==> src/pkg/tcp_defs.svh <==
/*
  register indices, field positions, reset values and fixed counts of the
  16-bit capture / pwm timer. assumes the includer maps byte address = 4 * index.
*/
`ifndef TCP_DEFS_SVH
`define TCP_DEFS_SVH

// register indices (byte address is four times the index)
`define TCP_IDX_CAP_LO   6'h26
`define TCP_IDX_CAP_HI   6'h27
`define TCP_IDX_CMPB_LO  6'h28
`define TCP_IDX_CMPB_HI  6'h29
`define TCP_IDX_CMPA_LO  6'h2a
`define TCP_IDX_CMPA_HI  6'h2b
`define TCP_IDX_CNT_LO   6'h2c
`define TCP_IDX_CNT_HI   6'h2d
`define TCP_IDX_CAPCTL   6'h2e
`define TCP_IDX_CTL_A    6'h2f
`define TCP_IDX_STATUS   6'h38

// timer_control_a fields
`define TCP_CTL_MODE_A   7:6
`define TCP_CTL_MODE_B   5:4
`define TCP_BIT_CTC      3
`define TCP_CTL_RES      1:0
// capture control fields
`define TCP_BIT_NCANCEL  7
`define TCP_BIT_EDGE     6
// status fields, write one to clear
`define TCP_BIT_CAPF     0
`define TCP_BIT_OVF      1

// ceilings and widths
`define TCP_TOP8         16'h00ff
`define TCP_TOP9         16'h01ff
`define TCP_TOP10        16'h03ff
`define TCP_MAX16        16'hffff
`define TCP_ONE16        16'h0001
`define TCP_NC_SAMPLES   4

// reset values and bus answers
`define TCP_RST_BYTE     8'h00
`define TCP_RST_WORD     16'h0000
`define TCP_RESP_OKAY    2'b00
`define TCP_RESP_SLVERR  2'b10

`endif

==> src/pkg/tcp_pkg.sv <==
/*
  types shared by the capture / pwm timer files.
  assumes tcp_defs.svh holds every numeric constant.
*/
package tcp_pkg;

  // resolution select, all zero means normal counting
  typedef enum logic [1:0]
  {
    TCP_RES_NORMAL = 2'b00,
    TCP_RES_8      = 2'b01,
    TCP_RES_9      = 2'b10,
    TCP_RES_10     = 2'b11
  } tcp_res_e;

  // compare output mode per channel
  typedef enum logic [1:0]
  {
    TCP_COM_OFF0 = 2'b00,
    TCP_COM_OFF1 = 2'b01,
    TCP_COM_CLR  = 2'b10,
    TCP_COM_SET  = 2'b11
  } tcp_com_e;

  // count direction of the phase-correct counter
  typedef enum logic
  {
    TCP_DIR_DOWN = 1'b0,
    TCP_DIR_UP   = 1'b1
  } tcp_dir_e;

  typedef logic [15:0] tcp_word_t;

endpackage : tcp_pkg

==> src/pkg/tcp_cap_if.sv <==
/*
  capture link between the timer core and its capture pin filter.
  assumes both ends run on the same clock.
*/
`timescale 1ns/10ps
interface tcp_cap_if;
  logic noise_cancel;  // four-sample filter enable
  logic edge_sel;      // 1 rising, 0 falling
  logic capture_evt;   // one-cycle pulse on a qualified edge

  modport core (output noise_cancel, output edge_sel, input capture_evt);
  modport filt (input noise_cancel, input edge_sel, output capture_evt);
endinterface : tcp_cap_if

==> src/rtl/tcp_timer16.sv <==
/*
  16-bit timer core: input capture with shared byte latch and dual pwm
  (phase correct or fast, 8/9/10 bit), registers over axi4-lite.
  assumes the counter ticks every i_clk and the capture pin is asynchronous.
*/
// Local design decision: the AXI4-Lite interface to the registers.
// What this block does
// - capture edge copies counter into capture register
// - capture also sets capture flag
// - capture register 16 bits, read only, resets zero
// - low read latches high byte for later
// - phase mode counts up to ceiling, down
// - resolution picks ceiling 255, 511 or 1023
// - period 510/1022/2046 or 256/512/1024 clocks
// - match on low resolution bits drives pin
// - bits above resolution forced to zero
// - phase mode: 10 clears up, sets down
// - fast mode: 10 clears on match, sets wrap
// - compare buffered, latched at the ceiling
// - compare read returns the holding buffer
// - phase mode zero and ceiling give constant
// - fast mode constant only at ceiling
// - edge select zero falling, one rising
// - noise cancel needs four equal samples
// - overflow flag: phase from zero, fast wrap
`timescale 1ns/10ps
`include "tcp_defs.svh"
module tcp_timer16
(
  // clock and reset
  input  wire logic                 i_clk,
  input  wire logic                 i_srst,
  // axi4-lite write address and data
  input  wire logic [7:0]           i_s_axi_awaddr,
  input  wire logic                 i_s_axi_awvalid,
  output wire logic                 o_s_axi_awready,
  input  wire logic [31:0]          i_s_axi_wdata,
  input  wire logic [3:0]           i_s_axi_wstrb,
  input  wire logic                 i_s_axi_wvalid,
  output wire logic                 o_s_axi_wready,
  // axi4-lite write response
  output logic      [1:0]           o_s_axi_bresp,
  output logic                      o_s_axi_bvalid,
  input  wire logic                 i_s_axi_bready,
  // axi4-lite read
  input  wire logic [7:0]           i_s_axi_araddr,
  input  wire logic                 i_s_axi_arvalid,
  output wire logic                 o_s_axi_arready,
  output logic      [31:0]          o_s_axi_rdata,
  output logic      [1:0]           o_s_axi_rresp,
  output logic                      o_s_axi_rvalid,
  input  wire logic                 i_s_axi_rready,
  // capture pin and pwm pins
  input  wire logic                 i_capture_pin,
  output logic                      o_pwm_out_a,
  output logic                      o_pwm_out_a_oe,
  output logic                      o_pwm_out_b,
  output logic                      o_pwm_out_b_oe
);
  import tcp_pkg::*;

  tcp_cap_if cap ();

  // registers
  tcp_word_t counter_value_r;   // running count
  tcp_dir_e  dir_r;             // phase-correct direction
  tcp_word_t capture_reg_r;     // captured count
  tcp_word_t hold_a_r;          // written compare a
  tcp_word_t hold_b_r;          // written compare b
  tcp_word_t act_a_r;           // compare a in use
  tcp_word_t act_b_r;           // compare b in use
  logic [7:0] temp_r;           // shared byte latch
  logic [7:0] ctl_a_r;          // timer_control_a
  logic [7:0] capctl_r;         // capture control
  logic       capture_flag_r;
  logic       overflow_flag_r;

  // decoded control
  tcp_res_e  res;
  tcp_com_e  mode_a, mode_b;
  logic      pwm_on, fast, ovf_evt, at_top, at_zero, up_now, match_a, match_b;
  tcp_word_t top, cnt_m;

  // bus handshakes
  logic       wr_go, rd_go;
  logic [5:0] wr_idx, rd_idx;
  logic [7:0] wbyte;

  // ceiling for a resolution; also the mask of live bits
  function automatic tcp_word_t top_of(input tcp_res_e r);
    case (r)
      TCP_RES_8:  top_of = `TCP_TOP8;
      TCP_RES_9:  top_of = `TCP_TOP9;
      TCP_RES_10: top_of = `TCP_TOP10;
      default:    top_of = `TCP_MAX16;
    endcase
  endfunction : top_of

  // mapped register index check, used by both bus directions
  function automatic logic mapped(input logic [5:0] idx);
    mapped = (idx >= `TCP_IDX_CAP_LO && idx <= `TCP_IDX_CTL_A) || idx == `TCP_IDX_STATUS;
  endfunction : mapped

  // next pin level of one channel
  function automatic logic pin_next(input tcp_com_e m, input logic fst, input logic mt,
                                    input logic wrap, input logic up, input logic cur);
    pin_next = cur;
    if (fst)
    begin
      if (wrap)
        pin_next = (m == TCP_COM_CLR);
      else if (mt)
        pin_next = (m == TCP_COM_SET);
    end
    else if (mt)
      pin_next = (m == TCP_COM_CLR) ? ~up : up;
  endfunction : pin_next

  assign res     = tcp_res_e'(ctl_a_r[`TCP_CTL_RES]);
  assign mode_a  = tcp_com_e'(ctl_a_r[`TCP_CTL_MODE_A]);
  assign mode_b  = tcp_com_e'(ctl_a_r[`TCP_CTL_MODE_B]);
  assign pwm_on  = (res != TCP_RES_NORMAL);
  assign fast    = ctl_a_r[`TCP_BIT_CTC];
  assign top     = top_of(res);
  assign cnt_m   = counter_value_r & top;
  assign at_top  = (cnt_m == top);
  assign at_zero = (cnt_m == `TCP_RST_WORD);
  // a match at zero counts as up, at the ceiling as down
  assign up_now  = at_zero ? 1'b1 : (at_top ? 1'b0 : (dir_r == TCP_DIR_UP));
  assign match_a = pwm_on && (cnt_m == (act_a_r & top));
  assign match_b = pwm_on && (cnt_m == (act_b_r & top));
  // overflow: normal wrap, fast wrap at ceiling, phase leaving zero
  assign ovf_evt = !pwm_on ? (counter_value_r == `TCP_MAX16) : (fast ? at_top : at_zero);

  assign cap.noise_cancel = capctl_r[`TCP_BIT_NCANCEL];
  assign cap.edge_sel     = capctl_r[`TCP_BIT_EDGE];

  // capture pin front end
  tcp_cap_filter u_filter
  (
    .i_clk         (i_clk),
    .i_srst        (i_srst),
    .i_capture_pin (i_capture_pin),
    .cap           (cap)
  );

  // write takes address and data together; one response at a time
  assign wr_go           = i_s_axi_awvalid && i_s_axi_wvalid && !o_s_axi_bvalid;
  assign o_s_axi_awready = wr_go;
  assign o_s_axi_wready  = wr_go;
  assign wr_idx          = i_s_axi_awaddr[7:2];
  assign wbyte           = i_s_axi_wdata[7:0];
  assign rd_go           = i_s_axi_arvalid && !o_s_axi_rvalid;
  assign o_s_axi_arready = rd_go;
  assign rd_idx          = i_s_axi_araddr[7:2];

  // counter and direction
  always_ff @(posedge i_clk)
  begin
    if (i_srst)
    begin
      counter_value_r <= `TCP_RST_WORD;
      dir_r           <= TCP_DIR_UP;
    end
    else if (!pwm_on)
    begin
      counter_value_r <= counter_value_r + `TCP_ONE16;
      dir_r           <= TCP_DIR_UP;
    end
    else if (fast)
      counter_value_r <= at_top ? `TCP_RST_WORD : cnt_m + `TCP_ONE16;
    else
    begin
      case (dir_r)
        TCP_DIR_UP:
        begin
          if (at_top)
          begin
            counter_value_r <= cnt_m - `TCP_ONE16;
            dir_r           <= TCP_DIR_DOWN;
          end
          else
            counter_value_r <= cnt_m + `TCP_ONE16;
        end
        TCP_DIR_DOWN:
        begin
          if (at_zero)
          begin
            counter_value_r <= `TCP_ONE16;
            dir_r           <= TCP_DIR_UP;
          end
          else
            counter_value_r <= cnt_m - `TCP_ONE16;
        end
        default:
          dir_r <= TCP_DIR_UP;
      endcase
    end
  end

  // capture register; no bus path writes it
  always_ff @(posedge i_clk)
  begin
    if (i_srst)
      capture_reg_r <= `TCP_RST_WORD;
    else if (cap.capture_evt)
      capture_reg_r <= counter_value_r;
  end

  // status flags; a new event wins over a clear in the same cycle
  always_ff @(posedge i_clk)
  begin
    if (i_srst)
    begin
      capture_flag_r  <= 1'b0;
      overflow_flag_r <= 1'b0;
    end
    else
    begin
      if (cap.capture_evt)
        capture_flag_r <= 1'b1;
      else if (wr_go && wr_idx == `TCP_IDX_STATUS && i_s_axi_wstrb[0] && wbyte[`TCP_BIT_CAPF])
        capture_flag_r <= 1'b0;
      if (ovf_evt)
        overflow_flag_r <= 1'b1;
      else if (wr_go && wr_idx == `TCP_IDX_STATUS && i_s_axi_wstrb[0] && wbyte[`TCP_BIT_OVF])
        overflow_flag_r <= 1'b0;
    end
  end

  // control registers and compare holding buffers
  always_ff @(posedge i_clk)
  begin
    if (i_srst)
    begin
      ctl_a_r  <= `TCP_RST_BYTE;
      capctl_r <= `TCP_RST_BYTE;
      hold_a_r <= `TCP_RST_WORD;
      hold_b_r <= `TCP_RST_WORD;
    end
    else if (wr_go && i_s_axi_wstrb[0])
    begin
      case (wr_idx)
        `TCP_IDX_CTL_A:   ctl_a_r  <= wbyte;
        `TCP_IDX_CAPCTL:  capctl_r <= wbyte;
        `TCP_IDX_CMPA_LO: hold_a_r <= {temp_r, wbyte};
        `TCP_IDX_CMPB_LO: hold_b_r <= {temp_r, wbyte};
        default:          ;
      endcase
    end
  end

  // shared byte latch: high writes park here, low reads park the high byte
  always_ff @(posedge i_clk)
  begin
    if (i_srst)
      temp_r <= `TCP_RST_BYTE;
    else if (rd_go && rd_idx == `TCP_IDX_CAP_LO)
      temp_r <= capture_reg_r[15:8];
    else if (rd_go && rd_idx == `TCP_IDX_CNT_LO)
      temp_r <= counter_value_r[15:8];
    else if (wr_go && i_s_axi_wstrb[0] &&
             (wr_idx == `TCP_IDX_CMPA_HI || wr_idx == `TCP_IDX_CMPB_HI))
      temp_r <= wbyte;
  end

  // active compares load at the ceiling, or every cycle in normal counting, so no pulse is cut short
  always_ff @(posedge i_clk)
  begin
    if (i_srst)
    begin
      act_a_r <= `TCP_RST_WORD;
      act_b_r <= `TCP_RST_WORD;
    end
    else if (!pwm_on || at_top)
    begin
      act_a_r <= hold_a_r & top;
      act_b_r <= hold_b_r & top;
    end
  end

  // pin drivers; normal counting leaves the pins disconnected
  always_ff @(posedge i_clk)
  begin
    if (i_srst)
    begin
      o_pwm_out_a    <= 1'b0;
      o_pwm_out_b    <= 1'b0;
      o_pwm_out_a_oe <= 1'b0;
      o_pwm_out_b_oe <= 1'b0;
    end
    else
    begin
      o_pwm_out_a    <= pin_next(mode_a, fast, match_a, at_top && pwm_on, up_now, o_pwm_out_a);
      o_pwm_out_b    <= pin_next(mode_b, fast, match_b, at_top && pwm_on, up_now, o_pwm_out_b);
      o_pwm_out_a_oe <= pwm_on && mode_a[1];
      o_pwm_out_b_oe <= pwm_on && mode_b[1];
    end
  end

  // write response
  always_ff @(posedge i_clk)
  begin
    if (i_srst)
    begin
      o_s_axi_bvalid <= 1'b0;
      o_s_axi_bresp  <= `TCP_RESP_OKAY;
    end
    else if (wr_go)
    begin
      o_s_axi_bvalid <= 1'b1;
      o_s_axi_bresp  <= mapped(wr_idx) ? `TCP_RESP_OKAY : `TCP_RESP_SLVERR;
    end
    else if (i_s_axi_bready)
      o_s_axi_bvalid <= 1'b0;
  end

  // read data; compare reads show the holding buffer, upper bits masked
  always_ff @(posedge i_clk)
  begin
    if (i_srst)
    begin
      o_s_axi_rvalid <= 1'b0;
      o_s_axi_rdata  <= '0;
      o_s_axi_rresp  <= `TCP_RESP_OKAY;
    end
    else if (rd_go)
    begin
      o_s_axi_rvalid <= 1'b1;
      o_s_axi_rresp  <= mapped(rd_idx) ? `TCP_RESP_OKAY : `TCP_RESP_SLVERR;
      case (rd_idx)
        `TCP_IDX_CAP_LO:  o_s_axi_rdata <= {24'h000000, capture_reg_r[7:0]};
        `TCP_IDX_CAP_HI:  o_s_axi_rdata <= {24'h000000, temp_r};
        `TCP_IDX_CNT_LO:  o_s_axi_rdata <= {24'h000000, counter_value_r[7:0]};
        `TCP_IDX_CNT_HI:  o_s_axi_rdata <= {24'h000000, temp_r};
        `TCP_IDX_CMPA_LO: o_s_axi_rdata <= {24'h000000, hold_a_r[7:0]};
        `TCP_IDX_CMPA_HI: o_s_axi_rdata <= {24'h000000, hold_a_r[15:8] & top[15:8]};
        `TCP_IDX_CMPB_LO: o_s_axi_rdata <= {24'h000000, hold_b_r[7:0]};
        `TCP_IDX_CMPB_HI: o_s_axi_rdata <= {24'h000000, hold_b_r[15:8] & top[15:8]};
        `TCP_IDX_CTL_A:   o_s_axi_rdata <= {24'h000000, ctl_a_r};
        `TCP_IDX_CAPCTL:  o_s_axi_rdata <= {24'h000000, capctl_r};
        `TCP_IDX_STATUS:  o_s_axi_rdata <= {30'h0, overflow_flag_r, capture_flag_r};
        default:          o_s_axi_rdata <= '0;
      endcase
    end
    else if (i_s_axi_rready)
      o_s_axi_rvalid <= 1'b0;
  end
endmodule : tcp_timer16

==> src/rtl/tcp_cap_filter.sv <==
/*
  capture pin synchroniser, noise filter and edge detector.
  assumes the pin is asynchronous to i_clk and the core sets the controls.
*/
`timescale 1ns/10ps
`include "tcp_defs.svh"
module tcp_cap_filter
(
  // clock and reset
  input  wire logic i_clk,
  input  wire logic i_srst,
  // capture pin
  input  wire logic i_capture_pin,
  // link to core
  tcp_cap_if.filt   cap
);
  import tcp_pkg::*;

  logic                       sync1_r;  // first stage, read only by sync2_r
  logic                       sync2_r;
  logic                       sync3_r;
  logic                       level_r;  // settled pin level
  logic [`TCP_NC_SAMPLES-1:0] hist_r;   // last settled samples
  logic                       filt_r;   // level after filter
  logic                       filt_nxt;
  logic                       evt_r;

  // three-flop synchroniser; change counts once stages two and three agree
  always_ff @(posedge i_clk)
  begin
    if (i_srst)
    begin
      sync1_r <= 1'b0;
      sync2_r <= 1'b0;
      sync3_r <= 1'b0;
      level_r <= 1'b0;
    end
    else
    begin
      sync1_r <= i_capture_pin;
      sync2_r <= sync1_r;
      sync3_r <= sync2_r;
      if (sync2_r == sync3_r)
        level_r <= sync3_r;
    end
  end

  // filter: with cancel on, only four equal samples move the level
  always_comb
  begin
    filt_nxt = filt_r;
    if (!cap.noise_cancel)
      filt_nxt = level_r;
    else if (&{hist_r[`TCP_NC_SAMPLES-2:0], level_r})
      filt_nxt = 1'b1;
    else if (~|{hist_r[`TCP_NC_SAMPLES-2:0], level_r})
      filt_nxt = 1'b0;
  end

  // edge of the selected polarity gives one capture pulse
  always_ff @(posedge i_clk)
  begin
    if (i_srst)
    begin
      hist_r <= '0;
      filt_r <= 1'b0;
      evt_r  <= 1'b0;
    end
    else
    begin
      hist_r <= {hist_r[`TCP_NC_SAMPLES-2:0], level_r};
      filt_r <= filt_nxt;
      evt_r  <= (filt_nxt != filt_r) && (filt_nxt == cap.edge_sel);
    end
  end

  assign cap.capture_evt = evt_r;
endmodule : tcp_cap_filter

==> config.mk <==
export PLATFORM = sky130hd
export DESIGN_NAME = tcp_timer16
export DESIGN_NICKNAME = d
export VERILOG_FILES = /design/src/pkg/tcp_pkg.sv /design/src/pkg/tcp_cap_if.sv /design/src/rtl/tcp_timer16.sv /design/src/rtl/tcp_cap_filter.sv
export VERILOG_INCLUDE_DIRS = /design/src /design/src/pkg
export SDC_FILE = /design/constraint.sdc
export NUM_CORES = 1
export LEC_CHECK = 0
export BUFFER_PORTS_ARGS = -buffer_cell sky130_fd_sc_hd__buf_2
export CAP_MARGIN = 20
export CELL_PAD_IN_SITES_DETAIL_PLACEMENT = 1
export CELL_PAD_IN_SITES_GLOBAL_PLACEMENT = 1
export CORE_MARGIN = 2
export CORE_UTILIZATION = 40
export CTS_BUF_LIST = sky130_fd_sc_hd__clkbuf_8
export DETAILED_ROUTE_END_ITERATION = 8
export PLACE_DENSITY = 0.82
export SYNTH_ARGS = -nofsm -noshare
export SYNTH_HDL_FRONTEND = slang
export SYNTH_SLANG_ARGS = --single-unit
export TNS_END_PERCENT = 10
==> constraint.sdc <==
create_clock -name i_clk -period 2.6 [get_ports i_clk]
set_clock_uncertainty 0.1 [all_clocks]
set_input_delay 0.13 -clock i_clk [delete_from_list [all_inputs] [get_ports i_clk]]
set_output_delay 0.13 -clock i_clk [all_outputs]
set_load 0.005 [all_outputs]
-- Word level (Yosys, flattened, before mapping)
Cells that the tools add are included.
- muxes and demuxes: 41
- add/sub/neg operators: 3
- equal/unequal tests: 32
- magnitude comparators: 4
- reductions and logical operators: 47
- bitwise operators: 10
- operator list (kind ; number):
    == test 6 bit (second input constant) ; 18
    bitwise AND 16 bit ; 5
    two-way mux 16 bit ; 5
    one-hot mux 8 bit (10 select lines) ; 1
    == test 16 bit ; 3
    one-hot mux 16 bit (3 select lines) ; 1
    adder 16 x 1 -> 16 bit (second input constant) ; 2
    one-hot mux 16 bit (2 select lines) ; 1
    two-way mux 1 bit ; 27
    two-way mux 8 bit ; 3
    logical AND 1 bit ; 19
    nonzero test 2 bit ; 9
    bitwise AND 8 bit ; 2
    == test 16 bit (second input constant) ; 1
    zero test 16 bit ; 1
    subtractor 16 x 1 -> 16 bit (second input constant) ; 1
    == test 2 bit (second input constant) ; 6
    >= comparator 6 bit (second input constant) ; 2
    less-or-equal comparator 6 bit (second input constant) ; 2
    AND reduction 2 bit ; 6
    logical OR 1 bit ; 4
    two-way mux 2 bit ; 2
    AND reduction 4 bit ; 1
    OR reduction 2 bit ; 2
    8 further kinds ; 13
- word-level logic and storage cells: 165
- output and inout port bits: 45
- input bits: 60
- flip-flop bits (word level): 174

-- Logic depth before layout (Yosys ltp)
- word-level depth: 10
- depth in mapped cells: 10
- gate-level depth less buffers: 8

-- Hierarchy
Synthesis repeated with hierarchy kept, for this count alone.
- cells, all modules: 961
- area, all modules: 7910.1 um^2
- by module, submodules not included (module ; area each (um^2) ; cells an instance ; seq. area each (um^2) ; instances):
    tcp_timer16 ; 7601.0 ; 931 ; 2782.7 ; 1
    tcp_cap_filter ; 309.0 ; 30 ; 180.2 ; 1

-- Worst setup path after synthesis
Ideal clock, no wire load.
- kind: flip-flop to flip-flop
- from: reg ctl_a_r[0]
- to: reg counter_value_r[5]
- setup time: 0.127 ns
- data required time: 2.373 ns
- period minus slack after synthesis: 2.555 ns
- slack: 0.045 ns
- cell stages (with the launch flop): 11
- data arrival time: 2.328 ns
- buffers on the path: 2
- cell sequence: dfxtp_1 inv_1 ha_1 clkbuf_1 o22ai_1 nor3_2 and3_1 clkbuf_1 nor2_1 a32o_1 or3_1
- word-level cells in the longest chain between the ends: 8
- elaborated cells on any way between the ends: 14
- classes of those cells: eq/ne: 4; mux: 7; bitwise: 1; reduce/logical: 2
- RTL lines (item ; RTL line ; source):
    start: declaration ; tcp_timer16.sv:73 ; logic [7:0] ctl_a_r;
    start signal: assignment ; tcp_timer16.sv:236 ; ctl_a_r <= `TCP_RST_BYTE;
    start signal: assignment ; tcp_timer16.sv:244 ; `TCP_IDX_CTL_A: ctl_a_r <= wbyte;
    == test 2 bit / == test 2 x 1 -> 1 bit (equally long branches) ; tcp_timer16.sv:91 ; case (r)
    one-hot mux 16 bit (3 select lines) ; tcp_timer16.sv:91 ;
    bitwise AND 16 bit ; tcp_timer16.sv:125 ; assign cnt_m = counter_value_r & top;
    == test 16 bit / zero test 16 bit (equally long branches) ; n/a ;
    two-way mux 16 bit (on tied branches) ; tcp_timer16.sv:177, tcp_timer16.sv:187 ;
    one-hot mux 16 bit (2 select lines) ; tcp_timer16.sv:174 ; case (dir_r)
    two-way mux 16 bit ; tcp_timer16.sv:170 ; else if (fast)
    two-way mux 16 bit (*) ; tcp_timer16.sv:165 ; else if (!pwm_on)
    end signal: assignment ; tcp_timer16.sv:167 ; counter_value_r <= counter_value_r + `TCP_ONE16;
    end signal: assignment ; tcp_timer16.sv:171 ; counter_value_r <= at_top ? `TCP_RST_WORD : cnt_m + `TCP_ONE16;
    end signal: assignment ; tcp_timer16.sv:179 ; counter_value_r <= cnt_m - `TCP_ONE16;
    end: declaration ; tcp_timer16.sv:65 ; tcp_word_t counter_value_r;
Every way passes the cells marked *; elsewhere a longest branch is shown, timed or not.
A chain may end at the register's enable or synchronous reset.

-- Final worst setup path
- from: reg counter_value_r[12]
- to: reg o_pwm_out_b
- word-level cells in the longest chain between the ends: 8
- elaborated cells on any way between the ends: 16
- classes of those cells: eq/ne: 2; mux: 6; bitwise: 2; reduce/logical: 6
- RTL lines (item ; RTL line ; source):
    start signal: assignment ; tcp_timer16.sv:162 ; counter_value_r <= `TCP_RST_WORD;
    start signal: assignment ; tcp_timer16.sv:167 ;
    start signal: assignment ; tcp_timer16.sv:171 ;
    bitwise AND 16 bit (*) ; tcp_timer16.sv:125 ;
    == test 16 bit ; tcp_timer16.sv:126 ; assign at_top = (cnt_m == top);
    two-way mux 1 bit (2 in a row) ; tcp_timer16.sv:129 ; assign up_now = at_zero ? 1'b1 : (at_top ? 1'b0 : (dir_r == TCP_DIR_UP));
    NOT 1 bit ; tcp_timer16.sv:116 ; pin_next = (m == TCP_COM_CLR) ? ~up : up;
    two-way mux 1 bit ; tcp_timer16.sv:116 ;
    two-way mux 1 bit ; tcp_timer16.sv:115 ; else if (mt)
    two-way mux 1 bit ; tcp_timer16.sv:108 ; if (fst)
    end signal: assignment ; tcp_timer16.sv:295 ; o_pwm_out_b <= pin_next(mode_b, fast, match_b, at_top && pwm_on, up_now, o_pwm_out_b);
    end: declaration ; tcp_timer16.sv:57 ; output logic o_pwm_out_b,
Every way passes the cells marked *; elsewhere a longest branch is shown, timed or not. The select of a mux whose other input is x is not followed.

==> out/metrics.json <==
{
  "finalCriticalPeriod_ns": 2.513,
  "place.gp.congestion": 0.8883,
  "met1_usage": 0.3237,
  "wire_per_inst_um": 20.50,
  "fillerInstances": 2262,
  "critPathMaxStageDelay_ns": 0.49,
  "dp_hpwl_mm": 18.57,
  "drtIter0Drc": 618,
  "critPathBufInv": 1,
  "timing.final.hold_violations": 0,
  "post_synth.cell_area_avg_um2": 8.143,
  "vdd.ir_drop.worst_mv": 0.3164,
  "fmax_mhz": 398.0,
  "asyncSetResetFlopFracSynth": 0,
  "syn-instance-count": 940,
  "floorplan.die.width_um": 142.3,
  "globalRoute.busiestLayer": "met2",
  "timing.critical_path.to_type": "flop",
  "final-max-slew-violation-count": 0,
  "post-cts-setup-buffer-count": 0,
  "most_common_flop_cell_mapped_by_yosys": "sky130_fd_sc_hd__dfxtp_1",
  "synth_seq_cells": 148,
  "cts-root-to-sink-buffers": 2,
  "slowest_stage": "sky130_fd_sc_hd__dfxtp_1",
  "timing.hold.worst.class": "input pin to flop",
  "drt_first_pass_iters": 5,
  "p_leak_uw": 0.003623,
  "multi_input_area_um2": 4353,
  "synth.yosys.warnings": 0,
  "grt_setup_unrepaired": "false",
  "layout.nets": 1097,
  "htreeDepth": 4,
  "areaGrowthSynthToFinish_pct": 18.39,
  "cts_root_buffer": "sky130_fd_sc_hd__clkbuf_8",
  "crit_fanout": 7,
  "synth_sequential_area_ratio": 0.3871,
  "globalRouteMet2Util": 0.4361,
  "cts_inserted_buffers": 17,
  "grt_remaining_overflow": 0,
  "grt_usage": 0.2643,
  "cp_data_required_time_ns": 2.84,
  "max_slew_margin": 0.5637,
  "via_count_of_the_first_global_routing_pass": 7504,
  "cell_type_group_with_the_largest_total_delay_on_the_critical_path": "compound AO/OA/AOI/OAI gates",
  "finalWirelength_mm": 26.20,
  "start_kind": "flop",
  "timing.final.setup_violations": 0,
  "grt_start_max_net_pins": 98,
  "rows": 50,
  "cp.arrival_ns": 2.75,
  "power-per-cell-area_nw_per_um2": 506.0,
  "initial_core_utilization": 0.4079,
  "port_buffers": 47,
  "layout_setup_ws_ns": 0.08733,
  "post_place_setup_slack_ns": -0.1262,
  "clkSlewWorstSetupHoldPaths_ns": 0.10,
  "ios": 105,
  "clk_latency_ns": 0.47,
  "ant_nets": 0,
  "layout.cells.most_common": "sky130_fd_sc_hd__dfxtp_1",
  "setup-tns-final_ns": 0,
  "tightest_slew_ns": 0.6520,
  "edff_count_synth": 0,
  "die-area_um2": 20260,
  "clock_sinks": 148,
  "post_synth_instance_area_um2": 7655,
  "path_cells": "nand2_1, o31ai_2, a21boi_4, buf_4, or3_1, a32oi_2, a211oi_1",
  "fin_crit_sh": 0.9664,
  "seqCellArea_um2": 2964,
  "drc_errors": 0,
  "critPathKind": "flop to flop",
  "grt_antenna_before_repair": 1,
  "diodes": 0,
  "routed_via_density": 5.797,
  "mostFrequentLayoutCells": "sky130_fd_sc_hd__dfxtp_1 (147), sky130_fd_sc_hd__nand2_1 (139), sky130_fd_sc_hd__nor2_1 (84), sky130_fd_sc_hd__a21oi_1 (82), sky130_fd_sc_hd__buf_4 (73)",
  "use_met3": 0.05585,
  "cts_tree": "yes",
  "routed-via-count": 7408,
  "fp.dieH_um": 142.3,
  "yosysUniqueCellTypes": 62,
  "core_region_area_um2": 18770,
  "outcome": "complete, no violations",
  "drive_gt1_frac": 0.1676,
  "max_cap_viol_count": 0,
  "first_pass_grt_wire_length_mm": 40.93,
  "finalCoreUtilization": 0.4829
}
-- state kept, by name, summed over array words and instances (netlist names), 8 cells and up --
register	flops
hold_b_r	16
capctl_r	8
act_b_r	16
counter_value_r	16
capture_reg_r	16
act_a_r	16
temp_r	8
ctl_a_r	8
hold_a_r	16
o_s_axi_rdata	8
-- stage by stage --
stage / cells / hold WS (ns) / power, uW / cell area (um2)
floorplan: 965 / 0.1388 / 2669 / 7749
global placement: 1229 / 0.2453 / 2839 / 8441
detailed placement: 1229 / 0.2634 / 2854 / 8441
CTS: 1278 / 0.01678 / 4602 / 9021
global route: 1278 / 0.08703 / 4757 / 9062
finish: 1278 / 0.03209 / 4586 / 9062
-- final cells by class --
cell class | instances | share of cell area
multi-input combinational | 710 | 0.4803
clock buffer | 17 | 0.02582
sequential | 148 | 0.3271
timing repair buffer | 140 | 0.1135
tap | 234 | 0.03231
clock inverter | 15 | 0.01519
inverter | 14 | 0.005799
-- synthesized netlist by cell type, drive strengths merged (12+ instances only) --
master | instances | area [um2]
a21oi | 83 | 415.4
a22oi | 25 | 187.7
buf | 45 | 289.0
clkbuf | 48 | 180.2
dfxtp | 148 | 2963
inv | 14 | 52.55
mux2i | 64 | 640.6
nand2 | 139 | 521.8
nand3 | 29 | 145.1
nor2 | 84 | 315.3
nor3 | 20 | 116.4
o211ai | 12 | 90.09
o21ai | 35 | 175.2
xnor2 | 37 | 324.1
xor2 | 15 | 131.4
-- worst min-delay path, stage by stage --
cell                      delay, ns
sky130_fd_sc_hd__buf_2         0.11
sky130_fd_sc_hd__nand2_1       0.05
sky130_fd_sc_hd__nor3_1        0.06
sky130_fd_sc_hd__nand2_1       0.07
sky130_fd_sc_hd__a21oi_1       0.06
sky130_fd_sc_hd__nor2_1        0.07
-- cell families (layout without fill, tap and decap cells) --
family | count (synthesis) | after routing | synth area share
AND/OR/NAND/NOR | 356 | 356 | 0.2215
AO/OA/AOI/OAI | 206 | 206 | 0.1698
flip-flops | 148 | 148 | 0.3871
buffers and inverters | 107 | 186 | 0.06816
multiplexers | 64 | 64 | 0.08369
XOR/XNOR | 52 | 52 | 0.05950
adder cells (fa/ha/maj) | 6 | 6 | 0.009807
other | 1 | 26 | 0.0004899
-- where the power goes --
group	internal (uW)	switching, uW	leakage, uW
clock network	701	1040	0.000185
registers	2290	19.8	0.00119
logic	211	326	0.00224
total	3200	1390	0.00362
-- metal layers --
metal | wire (um) | part of all wire | up-vias
met3 | 1557 | 0.059 | 93
met5 | 9 | 0.00034 | -
li1 | - | - | 3425
met4 | 1429 | 0.055 | 2
met2 | 12050 | 0.46 | 264
met1 | 11160 | 0.43 | 3624
-- path summary, 6_finish.rpt --
kind	end	from	slack (ns)	cells past startpoint
min	capture_flag_r$_SDFFE_PP0P_	i_s_axi_awaddr[6]	0.03	6
min reg2reg	u_filter.sync2_r$_SDFF_PP0_	u_filter.sync1_r$_SDFF_PP0_	0.36	1
max reg2reg	o_pwm_out_b$_SDFFE_PP0P_	counter_value_r[12]$_SDFF_PP0_	0.09	7
max	o_pwm_out_b$_SDFFE_PP0P_	counter_value_r[12]$_SDFF_PP0_	0.09	7
-- timing repair --
item / CTS / global route
setup endpoints to repair: 25 / 12
hold endpoints to repair: 50 / 0
pin swaps: 0 / 1
resized for setup: 5 / 7
hold buffers: 17 / 0
(Power assumes the default switching activity.)
